===== src/common/balex_pkg.sv =====
// constants, encodings and carriers shared by the byte arithmetic/logic execute unit
// assumes a single 40 MHz clock and a byte-wide program memory with one-cycle read latency
package balex_pkg;

    // clock and instruction timing
    localparam int CLK_PERIOD_NS = 25;
    localparam int CLK_PER_MC = 3;
    localparam int MC_REG = 2;
    localparam int MC_REL = 3;
    localparam int MC_ABS = 4;
    localparam int MC_IND = 2;
    localparam logic [4:0] BUD_REG = 5'(MC_REG * CLK_PER_MC);
    localparam logic [4:0] BUD_REL = 5'(MC_REL * CLK_PER_MC);
    localparam logic [4:0] BUD_ABS = 5'(MC_ABS * CLK_PER_MC);
    localparam logic [4:0] BUD_IND = 5'(MC_IND * CLK_PER_MC);

    // register map, byte addresses
    localparam logic [4:0] OFS_CTRL = 5'h00;
    localparam logic [4:0] OFS_STAT = 5'h04;
    localparam logic [4:0] OFS_PC = 5'h08;
    localparam logic [4:0] OFS_PSW = 5'h0c;
    localparam logic [4:0] OFS_R0 = 5'h10;

    // field positions
    localparam int CTRL_GO = 0;
    localparam int STAT_BUSY = 0;
    localparam int STAT_DONE = 1;
    localparam int STAT_HALT = 2;
    localparam int STAT_ILL = 3;
    localparam int PSW_C = 0;
    localparam int PSW_OVF = 2;
    localparam int PSW_WC = 3;
    localparam int PSW_IDC = 5;
    localparam int PSW_CCLO = 6;
    localparam int PSW_CCHI = 7;

    // opcode layout: class in bits 7:4, addressing mode in 3:2, register in 1:0
    localparam logic [3:0] CLS_AND = 4'h4;
    localparam logic [3:0] CLS_IOR = 4'h6;
    localparam logic [3:0] CLS_ADD = 4'h8;
    localparam logic [3:0] CLS_SUB = 4'ha;
    localparam logic [1:0] MODE_Z = 2'h0;
    localparam logic [1:0] MODE_I = 2'h1;
    localparam logic [1:0] MODE_R = 2'h2;
    localparam logic [1:0] MODE_A = 2'h3;
    localparam logic [7:0] HALT_CODE = 8'h40;
    localparam int IND_BIT = 7;

    // condition code encodings
    localparam logic [1:0] CC_ZERO = 2'h0;
    localparam logic [1:0] CC_POS = 2'h1;
    localparam logic [1:0] CC_NEG = 2'h2;

    localparam logic [7:0] PSW_RESET = 8'h00;
    localparam logic [14:0] PC_RESET = 15'h0000;

    typedef enum logic [3:0] {
        OP_ADD = 4'b0001,
        OP_SUB = 4'b0010,
        OP_AND = 4'b0100,
        OP_IOR = 4'b1000
    } balex_op_t;

    typedef struct packed {
        logic [1:0] cc;
        logic interdigit_carry_flag;
        logic wc;
        logic ovf;
        logic c;
    } balex_flags_t;

    typedef struct packed {
        logic [7:0] data;
        balex_flags_t flags;
    } balex_res_t;

endpackage


===== src/hw/balex_core.sv =====
// execute unit for byte add, subtract, and, inclusive-or in all addressing forms
// assumes program memory answers mem_rd_o with data on mem_data_i one clock later
// Overview of operation
// RQ1 - absolute add sums memory byte into r
// RQ2 - absolute forms take twelve clocks
// RQ3 - register and immediate forms take six clocks
// RQ4 - relative forms take nine clocks
// RQ5 - indexing: low opcode bits pick index, r0 destination
// RQ6 - subtract adds two's complement of subtrahend
// RQ7 - register subtract: r0 minus r into r0
// RQ8 - immediate subtract: r minus second byte
// RQ9 - relative/absolute subtract: r minus memory byte
// RQ10 - add updates flags, optional carry in
// RQ11 - subtract updates flags, optional borrow in
// RQ12 - condition code positive 01, zero 00, negative 10
// RQ13 - register and: r0 and r into r0, cc only
// RQ14 - other and forms: r and operand into r
// RQ15 - opcode 01000000 is halt, not and
// RQ16 - register or: r0 or r into r0
// RQ17 - subtract allows single-level indirect addressing
// RQ18 - relative address is next byte plus displacement
// RQ19 - indirect pointer is fifteen bits, top ignored
// RQ20 - carry bit7, interdigit bit3, overflow sign error
//
// Implementation choices: the placing of the registers and register access over Avalon-MM.
`timescale 1ns/10ps
module balex_core import balex_pkg::*; (
    input wire logic clk_i,
    input wire logic resetn_i,
    input wire logic [4:0] avs_address_i,
    input wire logic avs_read_i,
    input wire logic avs_write_i,
    input wire logic [31:0] avs_writedata_i,
    input wire logic [3:0] avs_byteenable_i,
    output logic [31:0] avs_readdata_o,
    output logic avs_waitrequest_o,
    output logic [14:0] mem_addr_o,
    output logic mem_rd_o,
    input wire logic [7:0] mem_data_i
);
    typedef enum logic [4:0] {
        S_IDLE = 5'b00001,
        S_READ = 5'b00010,
        S_CAPT = 5'b00100,
        S_EXEC = 5'b01000,
        S_PAD = 5'b10000
    } balex_state_t;

    typedef enum logic [5:0] {
        ST_OP = 6'b000001,
        ST_B1 = 6'b000010,
        ST_B2 = 6'b000100,
        ST_PH = 6'b001000,
        ST_PL = 6'b010000,
        ST_DAT = 6'b100000
    } balex_stage_t;

    balex_state_t state;
    balex_stage_t stage;
    logic [7:0] rf [4];
    balex_flags_t psw;
    logic [14:0] pc;
    logic [14:0] ea;
    logic [7:0] ir0;
    logic [7:0] ir1;
    logic [7:0] ptr_hi;
    logic [7:0] opnd;
    logic [4:0] cyc;
    logic [4:0] budget;
    logic [1:0] len;
    logic done;
    logic halted;
    logic illegal;
    logic resp;

    logic acc;
    logic wr_go;
    logic busy;
    logic [3:0] cls;
    logic [1:0] mode;
    logic [1:0] rsel;
    logic indexed;
    logic legal;
    logic [1:0] dst;
    logic [7:0] a_opd;
    logic [7:0] b_opd;
    balex_op_t op;
    balex_res_t res;

    function automatic logic [7:0] lane_merge(input logic [7:0] old, input logic [7:0] nw,
                                              input logic en);
        return en ? nw : old;
    endfunction

    // bus handshake: answer on the second edge of every request
    assign acc = (avs_read_i | avs_write_i) & resp;
    assign avs_waitrequest_o = (avs_read_i | avs_write_i) & ~resp;
    assign busy = (state != S_IDLE);
    assign wr_go = acc & avs_write_i & (avs_address_i == OFS_CTRL) & avs_byteenable_i[0]
                   & avs_writedata_i[CTRL_GO] & ~busy;

    always_ff @(posedge clk_i) begin
        if (!resetn_i) begin
            resp <= 1'b0;
        end else begin
            resp <= (avs_read_i | avs_write_i) & ~resp;
        end
    end

    always_ff @(posedge clk_i) begin
        if (!resetn_i) begin
            avs_readdata_o <= 32'h0000_0000;
        end else if ((avs_read_i | avs_write_i) & ~resp) begin
            avs_readdata_o <= 32'h0000_0000;
            unique case (avs_address_i)
                OFS_STAT: avs_readdata_o[3:0] <= {illegal, halted, done, busy};
                OFS_PC: avs_readdata_o[14:0] <= pc;
                OFS_PSW: avs_readdata_o[7:0] <= {psw.cc, psw.interdigit_carry_flag, 1'b0, psw.wc, psw.ovf, 1'b0,
                                                 psw.c};
                OFS_R0, OFS_R0 + 5'h04, OFS_R0 + 5'h08, OFS_R0 + 5'h0c:
                    avs_readdata_o[7:0] <= rf[avs_address_i[3:2]];
                default: avs_readdata_o <= 32'h0000_0000;
            endcase
        end
    end

    // opcode fields
    assign cls = ir0[7:4];
    assign mode = ir0[3:2];
    assign rsel = ir0[1:0];
    assign indexed = (mode == MODE_A) && (ir1[6:5] != 2'b00);
    assign legal = (ir0 != HALT_CODE) && // [RQ15]
                   (cls == CLS_AND || cls == CLS_IOR || cls == CLS_ADD || cls == CLS_SUB);

    always_comb begin
        unique case (cls)
            CLS_AND: op = OP_AND;
            CLS_IOR: op = OP_IOR;
            CLS_SUB: op = OP_SUB;
            default: op = OP_ADD;
        endcase
        // register forms work into r0; indexed absolute redirects the result to r0 [RQ5]
        dst = (mode == MODE_Z || indexed) ? 2'd0 : rsel; // [RQ7] [RQ13] [RQ16]
        a_opd = rf[dst]; // minuend is the destination [RQ7] [RQ8] [RQ9]
        unique case (mode)
            MODE_Z: b_opd = rf[rsel];
            MODE_I: b_opd = ir1; // [RQ8] [RQ14]
            default: b_opd = opnd; // [RQ1] [RQ9] [RQ14]
        endcase
        unique case (stage)
            ST_OP: mem_addr_o = pc;
            ST_B1: mem_addr_o = pc + 15'd1;
            ST_B2: mem_addr_o = pc + 15'd2;
            ST_PL: mem_addr_o = ea + 15'd1;
            default: mem_addr_o = ea;
        endcase
    end

    assign mem_rd_o = (state == S_READ);

    balex_alu u_alu (
        .op_i(op),
        .a_i(a_opd),
        .b_i(b_opd),
        .flags_i(psw),
        .res_o(res)
    );

    // sequencer: fetch bytes, resolve address, execute, pad to the documented time
    always_ff @(posedge clk_i) begin
        if (!resetn_i) begin
            state <= S_IDLE;
            stage <= ST_OP;
            cyc <= 5'd0;
            budget <= BUD_REG;
            len <= 2'd1;
            ir0 <= 8'h00;
            ir1 <= 8'h00;
            ptr_hi <= 8'h00;
            opnd <= 8'h00;
            ea <= 15'h0000;
        end else begin
            cyc <= busy ? cyc + 5'd1 : 5'd0;
            unique case (state)
                S_IDLE: begin
                    if (wr_go) begin
                        state <= S_READ;
                        stage <= ST_OP;
                    end
                end
                S_READ: state <= S_CAPT;
                S_CAPT: begin
                    state <= S_READ;
                    unique case (stage)
                        ST_OP: begin
                            ir0 <= mem_data_i;
                            unique case (mem_data_i[3:2])
                                MODE_Z: begin
                                    budget <= BUD_REG; // [RQ3]
                                    len <= 2'd1;
                                    state <= S_EXEC;
                                end
                                MODE_I: begin
                                    budget <= BUD_REG; // [RQ3]
                                    len <= 2'd2;
                                end
                                MODE_R: begin
                                    budget <= BUD_REL; // [RQ4]
                                    len <= 2'd2;
                                end
                                default: begin
                                    budget <= BUD_ABS; // [RQ2]
                                    len <= 2'd3;
                                end
                            endcase
                            stage <= ST_B1;
                        end
                        ST_B1: begin
                            ir1 <= mem_data_i;
                            if (mode == MODE_I) begin
                                state <= S_EXEC;
                            end else if (mode == MODE_R) begin
                                // displacement is relative to the byte after the instruction
                                ea <= pc + 15'd2 + {{8{mem_data_i[6]}}, mem_data_i[6:0]}; // [RQ18]
                                stage <= mem_data_i[IND_BIT] ? ST_PH : ST_DAT; // [RQ17]
                            end else begin
                                stage <= ST_B2;
                            end
                            // an immediate byte has no indirect flag, so bit 7 must not stretch it
                            if (mem_data_i[IND_BIT] && mode != MODE_I) begin
                                budget <= budget + BUD_IND; // [RQ3] [RQ17]
                            end
                        end
                        ST_B2: begin
                            // index is added after the pointer when indirect [RQ5]
                            if (ir1[IND_BIT] || !indexed) begin
                                ea <= {ir1[4:0], mem_data_i} + 15'd0;
                            end else begin
                                ea <= {ir1[4:0], mem_data_i} + {7'h00, rf[rsel]}; // [RQ5]
                            end
                            stage <= ir1[IND_BIT] ? ST_PH : ST_DAT; // [RQ17]
                        end
                        ST_PH: begin
                            ptr_hi <= mem_data_i;
                            stage <= ST_PL;
                        end
                        ST_PL: begin
                            // single level only: the pointer target is the operand address
                            ea <= {ptr_hi[6:0], mem_data_i}
                                  + (indexed ? {7'h00, rf[rsel]} : 15'd0); // [RQ19]
                            stage <= ST_DAT;
                        end
                        default: begin
                            opnd <= mem_data_i;
                            state <= S_EXEC;
                        end
                    endcase
                end
                S_EXEC: state <= S_PAD;
                default: begin
                    if (cyc == budget - 5'd1) begin // [RQ2] [RQ3] [RQ4]
                        state <= S_IDLE;
                        stage <= ST_OP;
                    end
                end
            endcase
        end
    end

    // architectural state: results commit once, in the execute cycle
    always_ff @(posedge clk_i) begin
        if (!resetn_i) begin
            for (int i = 0; i < 4; i++) begin
                rf[i] <= 8'h00;
            end
            psw <= balex_flags_t'(6'h00);
            pc <= PC_RESET;
        end else if (state == S_EXEC) begin
            if (legal) begin
                rf[dst] <= res.data; // [RQ1] [RQ7] [RQ8] [RQ9] [RQ13] [RQ14] [RQ16]
                psw <= res.flags; // [RQ10] [RQ11] [RQ12]
            end
        end else if (state == S_PAD && cyc == budget - 5'd1) begin
            pc <= pc + {13'h0000, len};
        end else if (acc && avs_write_i && !busy) begin
            if (avs_address_i == OFS_PC) begin
                pc[7:0] <= lane_merge(pc[7:0], avs_writedata_i[7:0], avs_byteenable_i[0]);
                pc[14:8] <= 7'(lane_merge({1'b0, pc[14:8]}, avs_writedata_i[15:8],
                                          avs_byteenable_i[1]));
            end
            if (avs_address_i == OFS_PSW && avs_byteenable_i[0]) begin
                psw.c <= avs_writedata_i[PSW_C];
                psw.ovf <= avs_writedata_i[PSW_OVF];
                psw.wc <= avs_writedata_i[PSW_WC];
                psw.interdigit_carry_flag <= avs_writedata_i[PSW_IDC];
                psw.cc <= avs_writedata_i[PSW_CCHI:PSW_CCLO];
            end
            if (avs_address_i[4] && avs_byteenable_i[0]) begin
                rf[avs_address_i[3:2]] <= avs_writedata_i[7:0];
            end
        end
    end

    // sticky status, write one to clear; a setting event wins over the clear
    logic clr;
    logic fin;
    assign clr = acc & avs_write_i & (avs_address_i == OFS_STAT) & avs_byteenable_i[0];
    assign fin = (state == S_PAD) && (cyc == budget - 5'd1);
    always_ff @(posedge clk_i) begin
        if (!resetn_i) begin
            done <= 1'b0;
            halted <= 1'b0;
            illegal <= 1'b0;
        end else begin
            done <= fin | (done & ~(clr & avs_writedata_i[STAT_DONE]));
            halted <= (fin & (ir0 == HALT_CODE)) // [RQ15]
                      | (halted & ~(clr & avs_writedata_i[STAT_HALT]));
            illegal <= (fin & ~legal & (ir0 != HALT_CODE))
                       | (illegal & ~(clr & avs_writedata_i[STAT_ILL]));
        end
    end
endmodule


===== src/hw/balex_alu.sv =====
// combinational byte adder/subtractor and logic unit with flag generation
// assumes the caller latches the result and flags on its own clock
`timescale 1ns/10ps
module balex_alu import balex_pkg::*; (
    input wire balex_op_t op_i,
    input wire logic [7:0] a_i,
    input wire logic [7:0] b_i,
    input wire balex_flags_t flags_i,
    output balex_res_t res_o
);
    logic [7:0] b_eff;
    logic ci;
    logic [4:0] lo;
    logic [8:0] sum;
    logic [7:0] val;

    always_comb begin
        // subtraction adds the two's complement of the subtrahend [RQ6]
        b_eff = (op_i == OP_SUB) ? ~b_i : b_i;
        // with-carry mode feeds carry in as carry or as inverted borrow [RQ10] [RQ11]
        ci = flags_i.wc ? flags_i.c : (op_i == OP_SUB);
        lo = {1'b0, a_i[3:0]} + {1'b0, b_eff[3:0]} + {4'h0, ci};
        sum = {1'b0, a_i} + {1'b0, b_eff} + {8'h00, ci}; // plain binary adder [RQ1]
        res_o.flags = flags_i;
        unique case (op_i)
            OP_AND: val = a_i & b_i;
            OP_IOR: val = a_i | b_i;
            default: val = sum[7:0];
        endcase
        if (op_i == OP_ADD || op_i == OP_SUB) begin
            res_o.flags.c = sum[8]; // [RQ20]
            res_o.flags.interdigit_carry_flag = lo[4]; // [RQ20]
            res_o.flags.ovf = (a_i[7] == b_eff[7]) && (sum[7] != a_i[7]); // [RQ20]
        end
        // logic ops touch only the condition code [RQ13]
        if (val == 8'h00) begin
            res_o.flags.cc = CC_ZERO; // [RQ12]
        end else if (val[7]) begin
            res_o.flags.cc = CC_NEG; // [RQ12]
        end else begin
            res_o.flags.cc = CC_POS; // [RQ12]
        end
        res_o.data = val;
    end
endmodule


===== config.mk =====
export PLATFORM = sky130hd
export DESIGN_NAME = balex_core
export DESIGN_NICKNAME = d
export VERILOG_FILES = /design/src/common/balex_pkg.sv /design/src/hw/balex_core.sv /design/src/hw/balex_alu.sv
export SDC_FILE = /design/constraint.sdc
export NUM_CORES = 1
export LEC_CHECK = 0
export ABC_CLOCK_PERIOD_IN_PS = 5500
export BUFFER_PORTS_ARGS = -buffer_cell sky130_fd_sc_hd__buf_2
export CORE_UTILIZATION = 50
export CTS_BUF_LIST = sky130_fd_sc_hd__clkbuf_4 sky130_fd_sc_hd__clkbuf_8
export DETAILED_ROUTE_END_ITERATION = 10
export PLACE_DENSITY = 0.69
export SYNTH_ARGS = -nofsm -noshare
export SYNTH_HDL_FRONTEND = slang
export SYNTH_HIERARCHICAL = 1
export SYNTH_SLANG_ARGS = --single-unit

===== constraint.sdc =====
create_clock -name clk_i -period 5.5 [get_ports clk_i]
set_input_delay 1.1 -clock clk_i [delete_from_list [all_inputs] [get_ports clk_i]]
set_output_delay 1.1 -clock clk_i [all_outputs]
set_load 0.1 [all_outputs]

==> impl_results.md <==
* Run status: completed
* CTS tree: yes
* Starting density of the core at 50.8%
* Crit path cell chain: or4_1 -> nor2_1 -> nand2_1 -> o21ai_0 -> ha_1 -> o21ai_0 -> nor2_1 -> xnor2_1 -> o221ai_1 -> buf_2
* Gr ovfl total at 0
* Max Freq at 194 MHz
* Die height at 153 µm
* Slowest cell on crit path: or4_1
* CTS sink cnt at 143
* Die width at 153 µm
* Clk Tree Root Cell: clkbuf_8
* Depth of the most critical reg-to-reg path at 17
* HP Class: reg2reg
* Ant diodes at 0
* H-Tree Level Count at 4
* M3 GR Usage at 4.68%
* Worst reg2reg endpoint: psw[4]
* Most frequent cells in the layout: nor2_1, nand2_1, a21oi_1
* CP bufs+invs at 1
* Crit path launch type: flop
* Ys flop type: dfxtp_1
* Nets@finish at 1,547
* CP Class: reg2out
* Hold Crit Start: avs_readdata_o[11]
* Post-route ant nets at 0
* First-pass iteration count of the detailed router at 6
* Launching point of the worst reg2reg path: ir0[3]
* Max-Cap Viols at 0
* Antenna violations before repair at 0
* Setup WS pre-CTS at 0.958 ns
* Max-slew violation count at 0
* Global router's overall resource usage at 31.1%
* Post-route DRC at 0
* M2 GR Usage at 51.9%
* Slew @ Worst Pin at 1.18 ns
* Post-Synthesis Cells at 1,419
* Critical Path AT at 4.06 ns
* Hold violation count in the final report at 0
* Crit path largest cell delay at 0.71 ns
* Register area share after synthesis at 27.8%
* Power density over cell area at 206 nW/µm²
* RePlAce Congestion at 0.949
* WL per Instance at 21.1 µm
* Syn-to-layout area delta at 7.73%
* Full die area at 23,500 µm²
* Async S/R FF share, synth at 0%
* Vias at 11,200
* RSZ-0062 raised after global routing: false
* Clk slew on worst S/H paths at 0.09 ns
* Setup TNS at 0 ns
* Crit end category: primary output
* # port buffers at 65
* # rows at 55
* Crit share post-route at 93.8%
* Worst hold slack at 0.462 ns
* Total Power at 2.54 mW
* Distinct cells, synth at 85
* Initial DRC count at 1,014
* Largest net degree at the start of global routing at 73
* Average vias per placed instance at 6.48
* CTS Buf Count at 17
* WL final at 36,700 µm
* Clk buf depth at 2
* Clock Latency Late Sink at 0.48 ns
* Fin crit period at 5.16 ns
* Delay-heaviest family, CP: simple AND/OR/NAND/NOR gates
* Synth warn at 6
* Final worst slack at 0.340 ns
* Register-to-register setup slack at 0.92 ns
* Syn_area_per_cell at 8.07 µm²
* Share of cells above drive strength 1 at 11.3%
* Max IR drop VDD at 0.150 mV
* Worst setup path endpoint: mem_addr_o[6]
* Fillers at 2,175
* I/O pin cnt at 102
* Crit path launch: stage[0]
* Clock Skews at 0.0282 ns
* Crit. path cell count at 10
* Most common cell after layout, fill and taps aside: nor2_1
* Leak pwr at 4.82 nW
* Detailed placer's ending HPWL at 27,000 µm
* CTS-repair resized insts at 0
* Number of enable flip-flop cells after synthesis at 32
* Slew margin rel. at 21.4%
* Finish-stage setup viols at 0
* First-pass GRT wire length at 57,500 µm
* Worst endpoint required time at 4.40 ns
* Mapped Area at 11,500 µm²
* Core footprint at 22,600 µm²
* Grt peak-use layer: met2
* Max Fanout on Critical Path at 9
* Post-CTS setup buffers at 0
* Met1 track demand over resource at 40.5%
* Flops & latches, synth at 143
* Cts hold-fix bufs at 0
* Vias in the first global route at 10,400
[worst min-delay path by stage]
stage               cells past startpoint                 end
finish                                  2  avs_readdata_o[11]
global route                            2  avs_readdata_o[12]
CTS                                     2  avs_readdata_o[11]
detailed placement                      2   avs_readdata_o[8]
global placement                        2  avs_readdata_o[12]
floorplan                               1              cyc[0]
[registers in the layout, indices dropped and copies added, names as in the netlist, 2 cells and up, named ones only]
signal / count
avs_readdata_o: 15
budget: 5
cyc: 5
ea: 15
ir0: 8
ir1: 8
len: 2
opnd: 8
pc: 15
psw: 6
ptr_hi: 7
rf: 32
stage: 6
state: 5
[cells in the mapped netlist (6+ instances only)]
cell type | instances | share of area, %
dfxtp_1 | 111 | 19
fa_1 | 6 | 1.0
a21o_1 | 20 | 1.3
o22ai_1 | 11 | 0.60
clkbuf_1 | 74 | 2.4
inv_1 | 40 | 1.3
a211oi_1 | 29 | 1.9
a31oi_1 | 22 | 1.2
nand2b_1 | 18 | 0.98
buf_1 | 6 | 0.20
ha_1 | 50 | 5.5
a21oi_1 | 116 | 5.1
mux2i_1 | 52 | 4.5
xor2_1 | 25 | 1.9
nand2_1 | 118 | 3.9
nand3_1 | 55 | 2.4
xnor2_1 | 41 | 3.1
nand3b_1 | 6 | 0.39
o31ai_1 | 6 | 0.39
edfxtp_1 | 32 | 8.4
and3_1 | 16 | 0.87
a22oi_1 | 15 | 0.98
o221ai_1 | 8 | 0.61
a22o_1 | 10 | 0.76
nor4_1 | 11 | 0.60
or2_2 | 10 | 0.55
a221oi_1 | 6 | 0.46
or3_1 | 16 | 0.87
a222oi_1 | 7 | 0.61
o21ai_0 | 91 | 4.0
nor2_1 | 124 | 4.1
and2_1 | 33 | 1.8
nor3_1 | 27 | 1.2
mux4_2 | 16 | 3.1
o211ai_1 | 12 | 0.79
nor2b_1 | 27 | 1.5
nand4_1 | 13 | 0.71
o21a_1 | 13 | 0.85
buf_4 | 18 | 1.2
[metal layers]
layer | wire length [µm] | up-vias
met4 | 1180 | 0
met3 | 2840 | 79
met5 | 0 | -
met2 | 17200 | 480
li1 | - | 5293
met1 | 15500 | 5397
[layout make-up]
class                      count  area, µm²  share of cell area, %
multi-input combinational   1147       7730                   62.6
sequential                   143       3180                   25.8
timing repair buffer          88        498                   4.03
tap                          285        357                   2.89
clock buffer                  17        234                   1.90
clock inverter                15        190                   1.54
inverter                      41        154                   1.25
[stage by stage]
step | utilization (%) | cells | cell area, µm²
2_1_floorplan | - | 1435 | 11500
3_3_place_gp | 52.8 | 1704 | 11900
3_5_place_dp | 52.8 | 1704 | 11900
4_1_cts | 54.7 | 1736 | 12300
5_1_grt | 54.7 | 1736 | 12300
6_report | 54.7 | 1736 | 12300
[cell families after synthesis]
kind of cell    count (synthesis)  synth area share [%]
xor+xnor                       66                  5.05
mux                            70                  7.88
flops                         143                  27.8
simple gates                  506                  22.4
buf+inv                       145                  5.41
fa+ha+maj                      56                  6.51
compound gates                432                  24.9
other cells                     1                0.0327
[tightest hold or removal path, cell delays in order (launching register included)]
cell,delay (ns)
dfxtp_1,0.32
nand2_1,0.05
a21oi_1,0.05
[power by group]
group	internal [mW]	switching [mW]
combinational	0.152	0.361
clock	0.353	0.544
sequential	1.10	0.0284
(Power assumes the default switching activity.)
